[config.mk]
export PLATFORM = sky130hd
export DESIGN_NAME = sys_tmr_top
export DESIGN_NICKNAME = d
export VERILOG_FILES = /design/src/verilog/sys_tmr_pkg.sv /design/src/verilog/sys_tmr_top.sv
export SDC_FILE = /design/constraint.sdc
export NUM_CORES = 1
export LEC_CHECK = 0
export BUFFER_PORTS_ARGS = -buffer_cell sky130_fd_sc_hd__buf_2
export CAP_MARGIN = 20
export CORE_ASPECT_RATIO = 1.75
export CORE_MARGIN = 8
export CORE_UTILIZATION = 39
export DETAILED_ROUTE_END_ITERATION = 16
export GPL_TIMING_DRIVEN = 1
export PLACE_DENSITY = 0.65
export SYNTH_ARGS = -nofsm -noshare
export SYNTH_HDL_FRONTEND = slang
export SYNTH_SLANG_ARGS = --single-unit
export TNS_END_PERCENT = 5
[constraint.sdc]
create_clock -name pclk -period 5.94 [get_ports pclk]
set_clock_uncertainty 0.15 [all_clocks]
set_input_delay 0.297 -clock pclk [delete_from_list [all_inputs] [get_ports pclk]]
set_output_delay 0.297 -clock pclk [all_outputs]
set_load 0.01 [all_outputs]
[src/verilog/sys_tmr_pkg.sv]
package sys_tmr_pkg;

  // Register indices; the bus byte address is four times the index
  localparam logic [7:0] IDX_T4_LO   = 8'hac;
  localparam logic [7:0] IDX_T4_HI   = 8'had;
  localparam logic [7:0] IDX_T3_LO   = 8'hae;
  localparam logic [7:0] IDX_T3_HI   = 8'haf;
  localparam logic [7:0] IDX_FT_CON  = 8'hc8;
  localparam logic [7:0] IDX_FT_RLLO = 8'hca;
  localparam logic [7:0] IDX_FT_RLHI = 8'hcb;
  localparam logic [7:0] IDX_FT_LO   = 8'hcc;
  localparam logic [7:0] IDX_FT_HI   = 8'hcd;
  localparam logic [7:0] IDX_T34_CON = 8'hcf;
  localparam logic [7:0] IDX_T5_CON  = 8'he0;
  localparam logic [7:0] IDX_T5_CNT  = 8'he1;

  // Reset values
  localparam logic [7:0]  RST_BYTE = 8'h00;
  localparam logic [15:0] RST_CNT  = 16'h0000;
  localparam logic [23:0] RST_T5   = 24'h000000;

  // Terminal counts: overflow is the wrap from all ones to zero
  localparam logic [15:0] MAX_CNT16 = 16'hffff;
  localparam logic [23:0] MAX_CNT24 = 24'hffffff;

  // Pin positions in the sampled input vector
  localparam int unsigned PIN_SHARED = 0;
  localparam int unsigned PIN_FAST   = 1;
  localparam int unsigned PIN_XTAL   = 2;
  localparam int unsigned PIN_RTC    = 3;
  localparam int unsigned PIN_SLOW   = 4;
  localparam int unsigned N_PINS     = 5;

  // Width of the bus address; its two low bits and two top bits must be zero
  localparam int unsigned ADDR_W = 12;

  // First timer control byte, bit 7 first
  typedef struct packed {
    logic first_timer_overflow_flag;
    logic trigger_edge_flag;
    logic rx_baud_clock_select;
    logic tx_baud_clock_select;
    logic external_trigger_enable;
    logic first_timer_run;
    logic counter_timer_select;
    logic capture_select;
  } sys_timer_two_control_t;

  // Shared control byte of the second and third timers
  typedef struct packed {
    logic third_overflow_flag;
    logic third_mode_bit;
    logic third_run_bit;
    logic third_irq_enable;
    logic second_overflow_flag;
    logic second_mode_bit;
    logic second_run_bit;
    logic second_irq_enable;
  } sys_timers_three_four_control_t;

  // Wide timer control byte
  typedef struct packed {
    logic       overflow_flag;
    logic [1:0] clock_select;
    logic       mode_bit;
    logic       run_bit;
    logic [1:0] spare;
    logic       wake_enable;
  } sys_t5con_t;

  // Wide timer clock sources
  typedef enum logic [1:0] {
    SRC_FAST = 2'h0,
    SRC_XTAL = 2'h1,
    SRC_RTC  = 2'h2,
    SRC_SLOW = 2'h3
  } sys_t5_src_t;

  // First timer modes, one-hot
  typedef enum logic [3:0] {
    FT_STOP    = 4'h1,
    FT_RELOAD  = 4'h2,
    FT_CAPTURE = 4'h4,
    FT_BAUD    = 4'h8
  } sys_ft_mode_t;

endpackage : sys_tmr_pkg

[src/verilog/sys_tmr_top.sv]
// How it works
// Baud bits, capture-select, run pick first timer mode
// Reload mode: overflow sets flag, reloads count
// Capture mode: trigger fall copies count to reload
// Either baud bit set means baud generator mode
// Baud overflow pulses leave the block nowhere
// One shared pin feeds count and trigger
// Second and third timers: 16-bit, system clock
// Hardware only sets overflow flags, software clears
// Mode bit one reloads, zero runs free
// Second and third timers count only while running
// Interrupt request masked by its enable bit
// Count writes go to reload or live counter
// Count reads return the live counter
// Software reads high byte before low byte
// Wide timer clock chosen from four sources
// Wide timer free-running or auto-reload
// Wide timer ignores low-power modes, can wake
// No first timer overflow flag set in baud mode
// Counter select counts shared pin events
// Enabled trigger fall captures or reloads
// All-ones to zero is overflow, reload same cycle
//
// Added by the designer: register access over APB.
module sys_tmr_top (
  // Clock and reset
  input  wire logic        pclk,
  input  wire logic        presetn,
  // APB slave
  input  wire logic        psel,
  input  wire logic        penable,
  input  wire logic        pwrite,
  input  wire logic [11:0] paddr,
  input  wire logic [31:0] pwdata,
  input  wire logic [3:0]  pstrb,
  output logic      [31:0] prdata,
  output logic             pready,
  output logic             pslverr,
  // Pins
  input  wire logic        count_trigger_pin,
  input  wire logic        fast_internal_oscillator,
  input  wire logic        crystal_oscillator,
  input  wire logic        rtc_clock,
  input  wire logic        slow_oscillator,
  // Requests
  output logic             first_irq,
  output logic             second_irq,
  output logic             third_irq,
  output logic             wake_request
);

  // Pin synchronisers: two flops, then a third for edge detection
  logic [4:0] pin_raw;
  logic [4:0] pin_s1_q;
  logic [4:0] pin_s2_q;
  logic [4:0] pin_s3_q;
  logic [4:0] pin_rise;
  logic [4:0] pin_fall;

  assign pin_raw = {slow_oscillator, rtc_clock, crystal_oscillator,
                    fast_internal_oscillator, count_trigger_pin};

  genvar gp;
  generate
    for (gp = 0; gp < sys_tmr_pkg::N_PINS; gp++) begin : g_sync
      // Stage one is read by stage two only
      always_ff @(posedge pclk or negedge presetn) begin
        if (!presetn) begin
          pin_s1_q[gp] <= 1'b0;
          pin_s2_q[gp] <= 1'b0;
          pin_s3_q[gp] <= 1'b0;
        end else begin
          pin_s1_q[gp] <= pin_raw[gp];
          pin_s2_q[gp] <= pin_s1_q[gp];
          pin_s3_q[gp] <= pin_s2_q[gp];
        end
      end
      assign pin_rise[gp] = pin_s2_q[gp] & ~pin_s3_q[gp];
      assign pin_fall[gp] = ~pin_s2_q[gp] & pin_s3_q[gp];
    end
  endgenerate

  // APB decode; offsets are indices, so the byte address is index times four
  logic [7:0] idx;
  logic       addr_ok;
  logic       hit_t4lo, hit_t4hi, hit_t3lo, hit_t3hi, hit_timer_two_control, hit_rllo;
  logic       hit_rlhi, hit_t2lo, hit_t2hi, hit_t34, hit_t5con, hit_t5cnt;
  logic       mapped;
  logic       setup_ph;
  logic       wr_en;

  assign idx       = paddr[9:2];
  assign addr_ok   = (paddr[11:10] == 2'h0) && (paddr[1:0] == 2'h0);
  assign hit_t4lo  = addr_ok && (idx == sys_tmr_pkg::IDX_T4_LO);
  assign hit_t4hi  = addr_ok && (idx == sys_tmr_pkg::IDX_T4_HI);
  assign hit_t3lo  = addr_ok && (idx == sys_tmr_pkg::IDX_T3_LO);
  assign hit_t3hi  = addr_ok && (idx == sys_tmr_pkg::IDX_T3_HI);
  assign hit_timer_two_control = addr_ok && (idx == sys_tmr_pkg::IDX_FT_CON);
  assign hit_rllo  = addr_ok && (idx == sys_tmr_pkg::IDX_FT_RLLO);
  assign hit_rlhi  = addr_ok && (idx == sys_tmr_pkg::IDX_FT_RLHI);
  assign hit_t2lo  = addr_ok && (idx == sys_tmr_pkg::IDX_FT_LO);
  assign hit_t2hi  = addr_ok && (idx == sys_tmr_pkg::IDX_FT_HI);
  assign hit_t34   = addr_ok && (idx == sys_tmr_pkg::IDX_T34_CON);
  assign hit_t5con = addr_ok && (idx == sys_tmr_pkg::IDX_T5_CON);
  assign hit_t5cnt = addr_ok && (idx == sys_tmr_pkg::IDX_T5_CNT);
  assign mapped    = hit_t4lo | hit_t4hi | hit_t3lo | hit_t3hi | hit_timer_two_control | hit_rllo
                   | hit_rlhi | hit_t2lo | hit_t2hi | hit_t34 | hit_t5con | hit_t5cnt;
  assign setup_ph  = psel & ~penable;
  // Writes land at the single access edge; lane 0 carries every byte register
  assign wr_en     = psel & penable & pwrite & pready & mapped & pstrb[0];

  // Shared pin: count events and trigger edges see the same falling edge
  logic ext_fall;
  assign ext_fall = pin_fall[sys_tmr_pkg::PIN_SHARED];

  // ---------------- First timer ----------------
  sys_tmr_pkg::sys_timer_two_control_t   timer_two_control_q, timer_two_control_d;
  sys_tmr_pkg::sys_ft_mode_t ft_mode;
  logic [15:0] ft_cnt_q;
  logic [15:0] ft_rld_q;
  logic        ft_tick;
  logic        ft_ovf;
  logic        ft_trig;
  logic        ft_baud_tick;

  // Mode select; run low overrides every other bit
  assign ft_mode = !timer_two_control_q.first_timer_run ? sys_tmr_pkg::FT_STOP :
                   (timer_two_control_q.rx_baud_clock_select | timer_two_control_q.tx_baud_clock_select)
                     ? sys_tmr_pkg::FT_BAUD :
                   timer_two_control_q.capture_select ? sys_tmr_pkg::FT_CAPTURE
                                          : sys_tmr_pkg::FT_RELOAD;

  // One count per clock in timer mode, one per pin fall in counter mode
  assign ft_tick = timer_two_control_q.counter_timer_select ? ext_fall : 1'b1;
  assign ft_ovf  = (ft_mode != sys_tmr_pkg::FT_STOP) && ft_tick
                   && (ft_cnt_q == sys_tmr_pkg::MAX_CNT16);
  // Trigger edges capture or reload only when enabled and in reload or capture mode; the edge flag needs only the enable
  assign ft_trig = ext_fall && timer_two_control_q.external_trigger_enable
                   && ((ft_mode == sys_tmr_pkg::FT_RELOAD)
                    || (ft_mode == sys_tmr_pkg::FT_CAPTURE));
  // Serial clock pulses; there is no serial port here to take them
  assign ft_baud_tick = ft_ovf && (ft_mode == sys_tmr_pkg::FT_BAUD);

  // Control byte: hardware sets win over a software clear in the same cycle
  always_comb begin
    timer_two_control_d = timer_two_control_q;
    if (wr_en && hit_timer_two_control) begin
      timer_two_control_d = sys_tmr_pkg::sys_timer_two_control_t'(pwdata[7:0]);
    end
    if (ft_ovf && !ft_baud_tick) begin
      timer_two_control_d.first_timer_overflow_flag = 1'b1;
    end
    if (ext_fall && timer_two_control_q.external_trigger_enable) begin
      timer_two_control_d.trigger_edge_flag = 1'b1;
    end
  end

  always_ff @(posedge pclk or negedge presetn) begin
    if (!presetn) begin
      timer_two_control_q <= sys_tmr_pkg::sys_timer_two_control_t'(sys_tmr_pkg::RST_BYTE);
    end else begin
      timer_two_control_q <= timer_two_control_d;
    end
  end

  // Counter: software write beats counting; reload on overflow except in capture
  always_ff @(posedge pclk or negedge presetn) begin
    if (!presetn) begin
      ft_cnt_q <= sys_tmr_pkg::RST_CNT;
    end else if (wr_en && hit_t2lo) begin
      ft_cnt_q[7:0] <= pwdata[7:0];
    end else if (wr_en && hit_t2hi) begin
      ft_cnt_q[15:8] <= pwdata[7:0];
    end else if (ft_ovf && (ft_mode != sys_tmr_pkg::FT_CAPTURE)) begin
      ft_cnt_q <= ft_rld_q;
    end else if (ft_trig && (ft_mode == sys_tmr_pkg::FT_RELOAD)) begin
      ft_cnt_q <= ft_rld_q;
    end else if ((ft_mode != sys_tmr_pkg::FT_STOP) && ft_tick) begin
      ft_cnt_q <= ft_cnt_q + 16'h0001;
    end
  end

  // Reload pair doubles as the capture register
  always_ff @(posedge pclk or negedge presetn) begin
    if (!presetn) begin
      ft_rld_q <= sys_tmr_pkg::RST_CNT;
    end else if (wr_en && hit_rllo) begin
      ft_rld_q[7:0] <= pwdata[7:0];
    end else if (wr_en && hit_rlhi) begin
      ft_rld_q[15:8] <= pwdata[7:0];
    end else if (ft_trig && (ft_mode == sys_tmr_pkg::FT_CAPTURE)) begin
      ft_rld_q <= ft_cnt_q;
    end
  end

  // ---------------- Second and third timers ----------------
  sys_tmr_pkg::sys_timers_three_four_control_t t34_q, t34_d;
  logic [1:0]  st_run;
  logic [1:0]  st_mode;
  logic [1:0]  st_ovf;
  logic [1:0]  st_wr_lo;
  logic [1:0]  st_wr_hi;
  logic [15:0] st_cnt_q [2];
  logic [15:0] st_rld_q [2];

  assign st_run   = {t34_q.third_run_bit,  t34_q.second_run_bit};
  assign st_mode  = {t34_q.third_mode_bit, t34_q.second_mode_bit};
  assign st_wr_lo = {wr_en & hit_t4lo, wr_en & hit_t3lo};
  assign st_wr_hi = {wr_en & hit_t4hi, wr_en & hit_t3hi};

  genvar gt;
  generate
    for (gt = 0; gt < 2; gt++) begin : g_sys
      // Overflow on the system clock tick that wraps all ones
      assign st_ovf[gt] = st_run[gt] && (st_cnt_q[gt] == sys_tmr_pkg::MAX_CNT16);

      // Writes steer to the reload value or the live count by mode
      always_ff @(posedge pclk or negedge presetn) begin
        if (!presetn) begin
          st_rld_q[gt] <= sys_tmr_pkg::RST_CNT;
        end else if (st_wr_lo[gt] && st_mode[gt]) begin
          st_rld_q[gt][7:0] <= pwdata[7:0];
        end else if (st_wr_hi[gt] && st_mode[gt]) begin
          st_rld_q[gt][15:8] <= pwdata[7:0];
        end
      end

      always_ff @(posedge pclk or negedge presetn) begin
        if (!presetn) begin
          st_cnt_q[gt] <= sys_tmr_pkg::RST_CNT;
        end else if (st_wr_lo[gt] && !st_mode[gt]) begin
          st_cnt_q[gt][7:0] <= pwdata[7:0];
        end else if (st_wr_hi[gt] && !st_mode[gt]) begin
          st_cnt_q[gt][15:8] <= pwdata[7:0];
        end else if (st_ovf[gt] && st_mode[gt]) begin
          st_cnt_q[gt] <= st_rld_q[gt];
        end else if (st_run[gt]) begin
          st_cnt_q[gt] <= st_cnt_q[gt] + 16'h0001;
        end
      end
    end
  endgenerate

  // Shared control byte; set beats a clear written in the same cycle
  always_comb begin
    t34_d = t34_q;
    if (wr_en && hit_t34) begin
      t34_d = sys_tmr_pkg::sys_timers_three_four_control_t'(pwdata[7:0]);
    end
    if (st_ovf[0]) begin
      t34_d.second_overflow_flag = 1'b1;
    end
    if (st_ovf[1]) begin
      t34_d.third_overflow_flag = 1'b1;
    end
  end

  always_ff @(posedge pclk or negedge presetn) begin
    if (!presetn) begin
      t34_q <= sys_tmr_pkg::sys_timers_three_four_control_t'(sys_tmr_pkg::RST_BYTE);
    end else begin
      t34_q <= t34_d;
    end
  end

  // ---------------- Wide timer ----------------
  sys_tmr_pkg::sys_t5con_t t5con_q, t5con_d;
  logic [23:0] t5_cnt_q;
  logic [23:0] t5_rld_q;
  logic        t5_tick;
  logic        t5_ovf;
  logic        t5_wr_cnt;
  logic [1:0]  t5_src;

  // Source edges are sampled on pclk, so a source must run below half of it
  assign t5_src  = t5con_q.clock_select;
  assign t5_tick = (t5_src == sys_tmr_pkg::SRC_FAST) ? pin_rise[sys_tmr_pkg::PIN_FAST]
                 : (t5_src == sys_tmr_pkg::SRC_XTAL) ? pin_rise[sys_tmr_pkg::PIN_XTAL]
                 : (t5_src == sys_tmr_pkg::SRC_RTC)  ? pin_rise[sys_tmr_pkg::PIN_RTC]
                 : pin_rise[sys_tmr_pkg::PIN_SLOW];
  assign t5_ovf    = t5con_q.run_bit && t5_tick && (t5_cnt_q == sys_tmr_pkg::MAX_CNT24);
  assign t5_wr_cnt = wr_en && hit_t5cnt;

  // No low-power input gates this timer; while run is set it counts every source rising edge
  always_ff @(posedge pclk or negedge presetn) begin
    if (!presetn) begin
      t5_cnt_q <= sys_tmr_pkg::RST_T5;
    end else if (t5_wr_cnt && !t5con_q.mode_bit) begin
      t5_cnt_q <= pwdata[23:0];
    end else if (t5_ovf && t5con_q.mode_bit) begin
      t5_cnt_q <= t5_rld_q;
    end else if (t5con_q.run_bit && t5_tick) begin
      t5_cnt_q <= t5_cnt_q + 24'h000001;
    end
  end

  always_ff @(posedge pclk or negedge presetn) begin
    if (!presetn) begin
      t5_rld_q <= sys_tmr_pkg::RST_T5;
    end else if (t5_wr_cnt && t5con_q.mode_bit) begin
      t5_rld_q <= pwdata[23:0];
    end
  end

  // Wide timer control with sticky flag; spare bits read as zero
  always_comb begin
    t5con_d = t5con_q;
    if (wr_en && hit_t5con) begin
      t5con_d = sys_tmr_pkg::sys_t5con_t'(pwdata[7:0]);
    end
    t5con_d.spare = 2'h0;
    if (t5_ovf) begin
      t5con_d.overflow_flag = 1'b1;
    end
  end

  always_ff @(posedge pclk or negedge presetn) begin
    if (!presetn) begin
      t5con_q <= sys_tmr_pkg::sys_t5con_t'(sys_tmr_pkg::RST_BYTE);
    end else begin
      t5con_q <= t5con_d;
    end
  end

  // ---------------- Read mux and bus answer ----------------
  logic [31:0] rd_mux;

  // Live counters, no snapshot of the other byte
  assign rd_mux = ({32{hit_t4lo}}  & {24'h0, st_cnt_q[1][7:0]})
                | ({32{hit_t4hi}}  & {24'h0, st_cnt_q[1][15:8]})
                | ({32{hit_t3lo}}  & {24'h0, st_cnt_q[0][7:0]})
                | ({32{hit_t3hi}}  & {24'h0, st_cnt_q[0][15:8]})
                | ({32{hit_timer_two_control}} & {24'h0, timer_two_control_q})
                | ({32{hit_rllo}}  & {24'h0, ft_rld_q[7:0]})
                | ({32{hit_rlhi}}  & {24'h0, ft_rld_q[15:8]})
                | ({32{hit_t2lo}}  & {24'h0, ft_cnt_q[7:0]})
                | ({32{hit_t2hi}}  & {24'h0, ft_cnt_q[15:8]})
                | ({32{hit_t34}}   & {24'h0, t34_q})
                | ({32{hit_t5con}} & {24'h0, t5con_q})
                | ({32{hit_t5cnt}} & {8'h0, t5_cnt_q});

  // One access cycle per transfer: ready and data are set up in the setup cycle
  always_ff @(posedge pclk or negedge presetn) begin
    if (!presetn) begin
      pready  <= 1'b0;
      pslverr <= 1'b0;
      prdata  <= 32'h0;
    end else begin
      pready  <= setup_ph;
      pslverr <= setup_ph & ~mapped;
      prdata  <= (setup_ph && !pwrite) ? rd_mux : 32'h0;
    end
  end

  // Request outputs, registered
  always_ff @(posedge pclk or negedge presetn) begin
    if (!presetn) begin
      first_irq    <= 1'b0;
      second_irq   <= 1'b0;
      third_irq    <= 1'b0;
      wake_request <= 1'b0;
    end else begin
      first_irq    <= timer_two_control_q.first_timer_overflow_flag | timer_two_control_q.trigger_edge_flag;
      second_irq   <= t34_q.second_overflow_flag & t34_q.second_irq_enable;
      third_irq    <= t34_q.third_overflow_flag & t34_q.third_irq_enable;
      wake_request <= t5con_q.overflow_flag & t5con_q.wake_enable;
    end
  end

endmodule : sys_tmr_top
==> impl_results.md <==
* Run status: finished clean
* Placed insts at approximately 1600
* Final RePlAce weighted congestion at slightly below 1
* Final Critical Period at approximately 3.1 ns
* Sequential area share after synthesis at between 40 and 50%
* Post-synth top area share at 45.7%
* Leak at approximately 5.7 nW
* PwrDens at around 230 nW/um2
* Via count at around 10000
* Worst hold path type: in -> reg
* FMAX at 318 MHz
* DRC viols at 0
* Port Buffer Count at 76
* Final hold vios at 0
* Final period util at about 53%
* Crit. End Element: register
* M1 GR Usage at between 20% and 30%
* Num Clock Sinks at 211
* Worst slew pin tran at roughly 0.96 ns
* Die area at between 30000 and 40000 um2
* Max_slew headroom at about 35%
* Non-Filler Instances at ~1600
* EDFF count, synth at 0
* CTS Buf Count at 22
* Cell taking the most area after synthesis: dfrtp_1
* YS warnings at 0
* Gate Count Post-Synth at roughly 1200
* Worst R2R Start: st_cnt_q[1]
* Reg2Reg Setup Slack at 2.80 ns
* Syn avg cell area at 9.71 um2
* Synthesized cell area at 11600 um2
* Layout cells sized above 1 at between 10% and 20%
* CP max FO at 9
* Starting Density at roughly 39%
* IO Pins at 96
* Final setup fails at 0
* CP startpoint kind: register
* CTS root buf: clkbuf_16
* Post-synth ARST share at 100%
* Antenna violations before repair at 0
* WL final at around 37 mm
* Hold Startpoint: psel
* Via density per instance at about 6
* Post-cts resize count at 0
* Diodes inserted at 0
* Met3 layer usage reported by global route at around 3.2%
* GRT Total Usage at slightly above 20%
* Drt wl/cell at 22.4 um
* Ys flop type: dfrtp_1
* Clock Path Buffers at 3
* Largest net degree at the start of global routing at 110
* DRT antenna net count at 0
* Grt total ovfl at 0
* Routing usage on met2 at 37.6%
* CTS tree: yes
* Final Net Count at 1313
* Commonest non-fill, non-tap cell in the layout: dfrtp_1
* Hold depth at 3
* Core Area at between 20000 and 30000 um2
* VDD IR max at 0.174 mV
* Max cap viols at 0
* Skew-Pair Late Insertion Delay at between 0.5 and 0.6 ns
* Fillers at around 2800
* Flop and latch count out of synthesis at about 210
* Height of the die at 244 um
* Setup bufs post-CTS at 0
* R2R depth at 7
* Vias in the first global route at slightly above 10000
* Site Rows at slightly above 80
* Chip width at 146 um
* TNS Setup at 0 ns
* RSZ-0062 raised after global routing: no
* Most frequent cells in the layout: dfrtp_1, nor2_1, nand2_1, mux2_2, buf_2
* Reg2reg end: st_cnt_q[1]
* Area grow syn2layout at 14.3%
* End of the worst hold path: pslverr
* CTS H-tree lvls at 1
* First-pass GRT wire length at around 58 mm
* Data arrival, critical path at ~3.4 ns
* Top area cells in the synthesized netlist: dfrtp_1, mux2_2, mux2i_1
* DP Wirelength at 26.4 mm
* Critical Path RT at slightly above 6 ns
* Drt pass-1 iters at 7
* Class of the most critical setup path: reg -> reg
* Synth cell types at 77
* CTS clk-pin slew, worst paths at 0.07 ns
* Top Usage Layer GRT: met2
* DRT iter0 DRCs at between 800 and 900
* Max-slew violation count at 0
[area by class of cell]
class / instances / area [um2] / area share, %
timing repair buffer: 115 / 741 / 5.61
clock inverter: 7 / 121 / 0.919
clock buffer: 30 / 652 / 4.94
multi-input combinational: 883 / 5860 / 44.4
inverter: 18 / 67.6 / 0.512
tap: 382 / 478 / 3.62
sequential: 211 / 5280 / 40.0
[per-stage QoR]
step                setup slack (ns)  cell area [um2]  hold WS [ns]  power (mW)  utilization, %
finish                          2.80            13200        0.0378        3.06            45.1
global route                    2.51            13200        0.0395        3.16            45.1
CTS                             2.57            13200        0.0289        3.10            45.0
detailed placement              2.19            12200         0.185        1.59            41.6
global placement                2.21            12200         0.182        1.59            41.5
floorplan                       3.39            11600        -0.149        1.52               -
[cell usage after synthesis (8+ instances only)]
master      n
a211oi_1    9
a21o_1     11
a21oi_1    70
a22oi_1    24
a31oi_1    16
and2_1     21
and3_1     16
and4_1      8
buf_2      12
buf_4       8
clkbuf_1   61
dfrtp_1   211
inv_1      18
mux2_2     78
mux2i_1    36
nand2_1    89
nand2b_1   11
nand3_1    40
nand4_1    20
nor2_1     96
nor2b_1     8
nor3_1     30
nor4_1     10
o211ai_1   18
o21a_1     12
o21ai_0    69
o22ai_1    19
or3_1      11
or4_1       9
xnor2_1    17
xor2_1     12
[metal layers]
| layer | up-vias | wire length [um] |
|---|---|---|
| met4 | 0 | 2640 |
| met1 | 4913 | 12900 |
| met2 | 448 | 19300 |
| met3 | 153 | 2080 |
| met5 | - | 0 |
| li1 | 4520 | - |
[critical path: stages, from the launching register on]
cell	delay [ns]
dfrtp_1	0.43
ha_1	0.25
nand4_1	0.29
nor4_2	0.87
and3_1	0.46
mux2i_1	0.21
o21ai_0	0.08
mux2_2	0.28
[timing repair]
| action | 4_1_cts | 5_1_grt |
|---|---|---|
| endpoints found under the hold margin | 146 | 0 |
| hold buffers | 24 | 0 |
| endpoints found under the setup margin | 0 | 0 |
[power breakdown]
part | internal [mW] | switching (mW)
Clock | 0.898 | 0.590
Sequential | 1.44 | 0.00343
Combinational | 0.0367 | 0.0935
[cells by family after synthesis]
| group | synth area share [%] |
|---|---|
| xor+xnor | 2.20 |
| fa+ha+maj | 0.433 |
| simple gates | 18.1 |
| compound gates | 18.8 |
| flops | 45.7 |
| buf+inv | 3.77 |
| mux | 10.9 |
| other cells | 0.0325 |
[how the worst max path moves through the flow]
stage / start / end / slack, ns / depth (start not counted)
2_1_floorplan: ft_cnt_q[0] / ft_cnt_q[4] / 3.39 / 8
3_3_place_gp: paddr[1] / st_cnt_q[8] / 2.21 / 8
3_5_place_dp: paddr[1] / st_cnt_q[8] / 2.19 / 8
4_1_cts: penable / st_cnt_q[8] / 2.57 / 8
5_1_grt: penable / st_cnt_q[28] / 2.51 / 8
6_report: st_cnt_q[1] / st_cnt_q[1] / 2.80 / 7
[flip-flops by register name, indices dropped and copies added, names as in the netlist]
| signal | count |
|---|---|
| wake_request | 1 |
| st_run | 2 |
| timer_two_control_q | 8 |
| st_rld_q | 32 |
| t5_cnt_q | 24 |
| t5_rld_q | 24 |
| st_cnt_q | 32 |
| t5con_q | 4 |
| st_mode | 2 |
| pin_s1_q | 5 |
| pin_s2_q | 5 |
| pin_s3_q | 5 |
| prdata | 24 |
| ft_rld_q | 16 |
| first_irq | 1 |
| ft_cnt_q | 16 |
| second_irq | 1 |
| t5_src | 2 |
| pslverr | 1 |
| pready | 1 |
| t34_q | 4 |
| third_irq | 1 |
No activity file was read; power rests on OpenSTA's default activity.
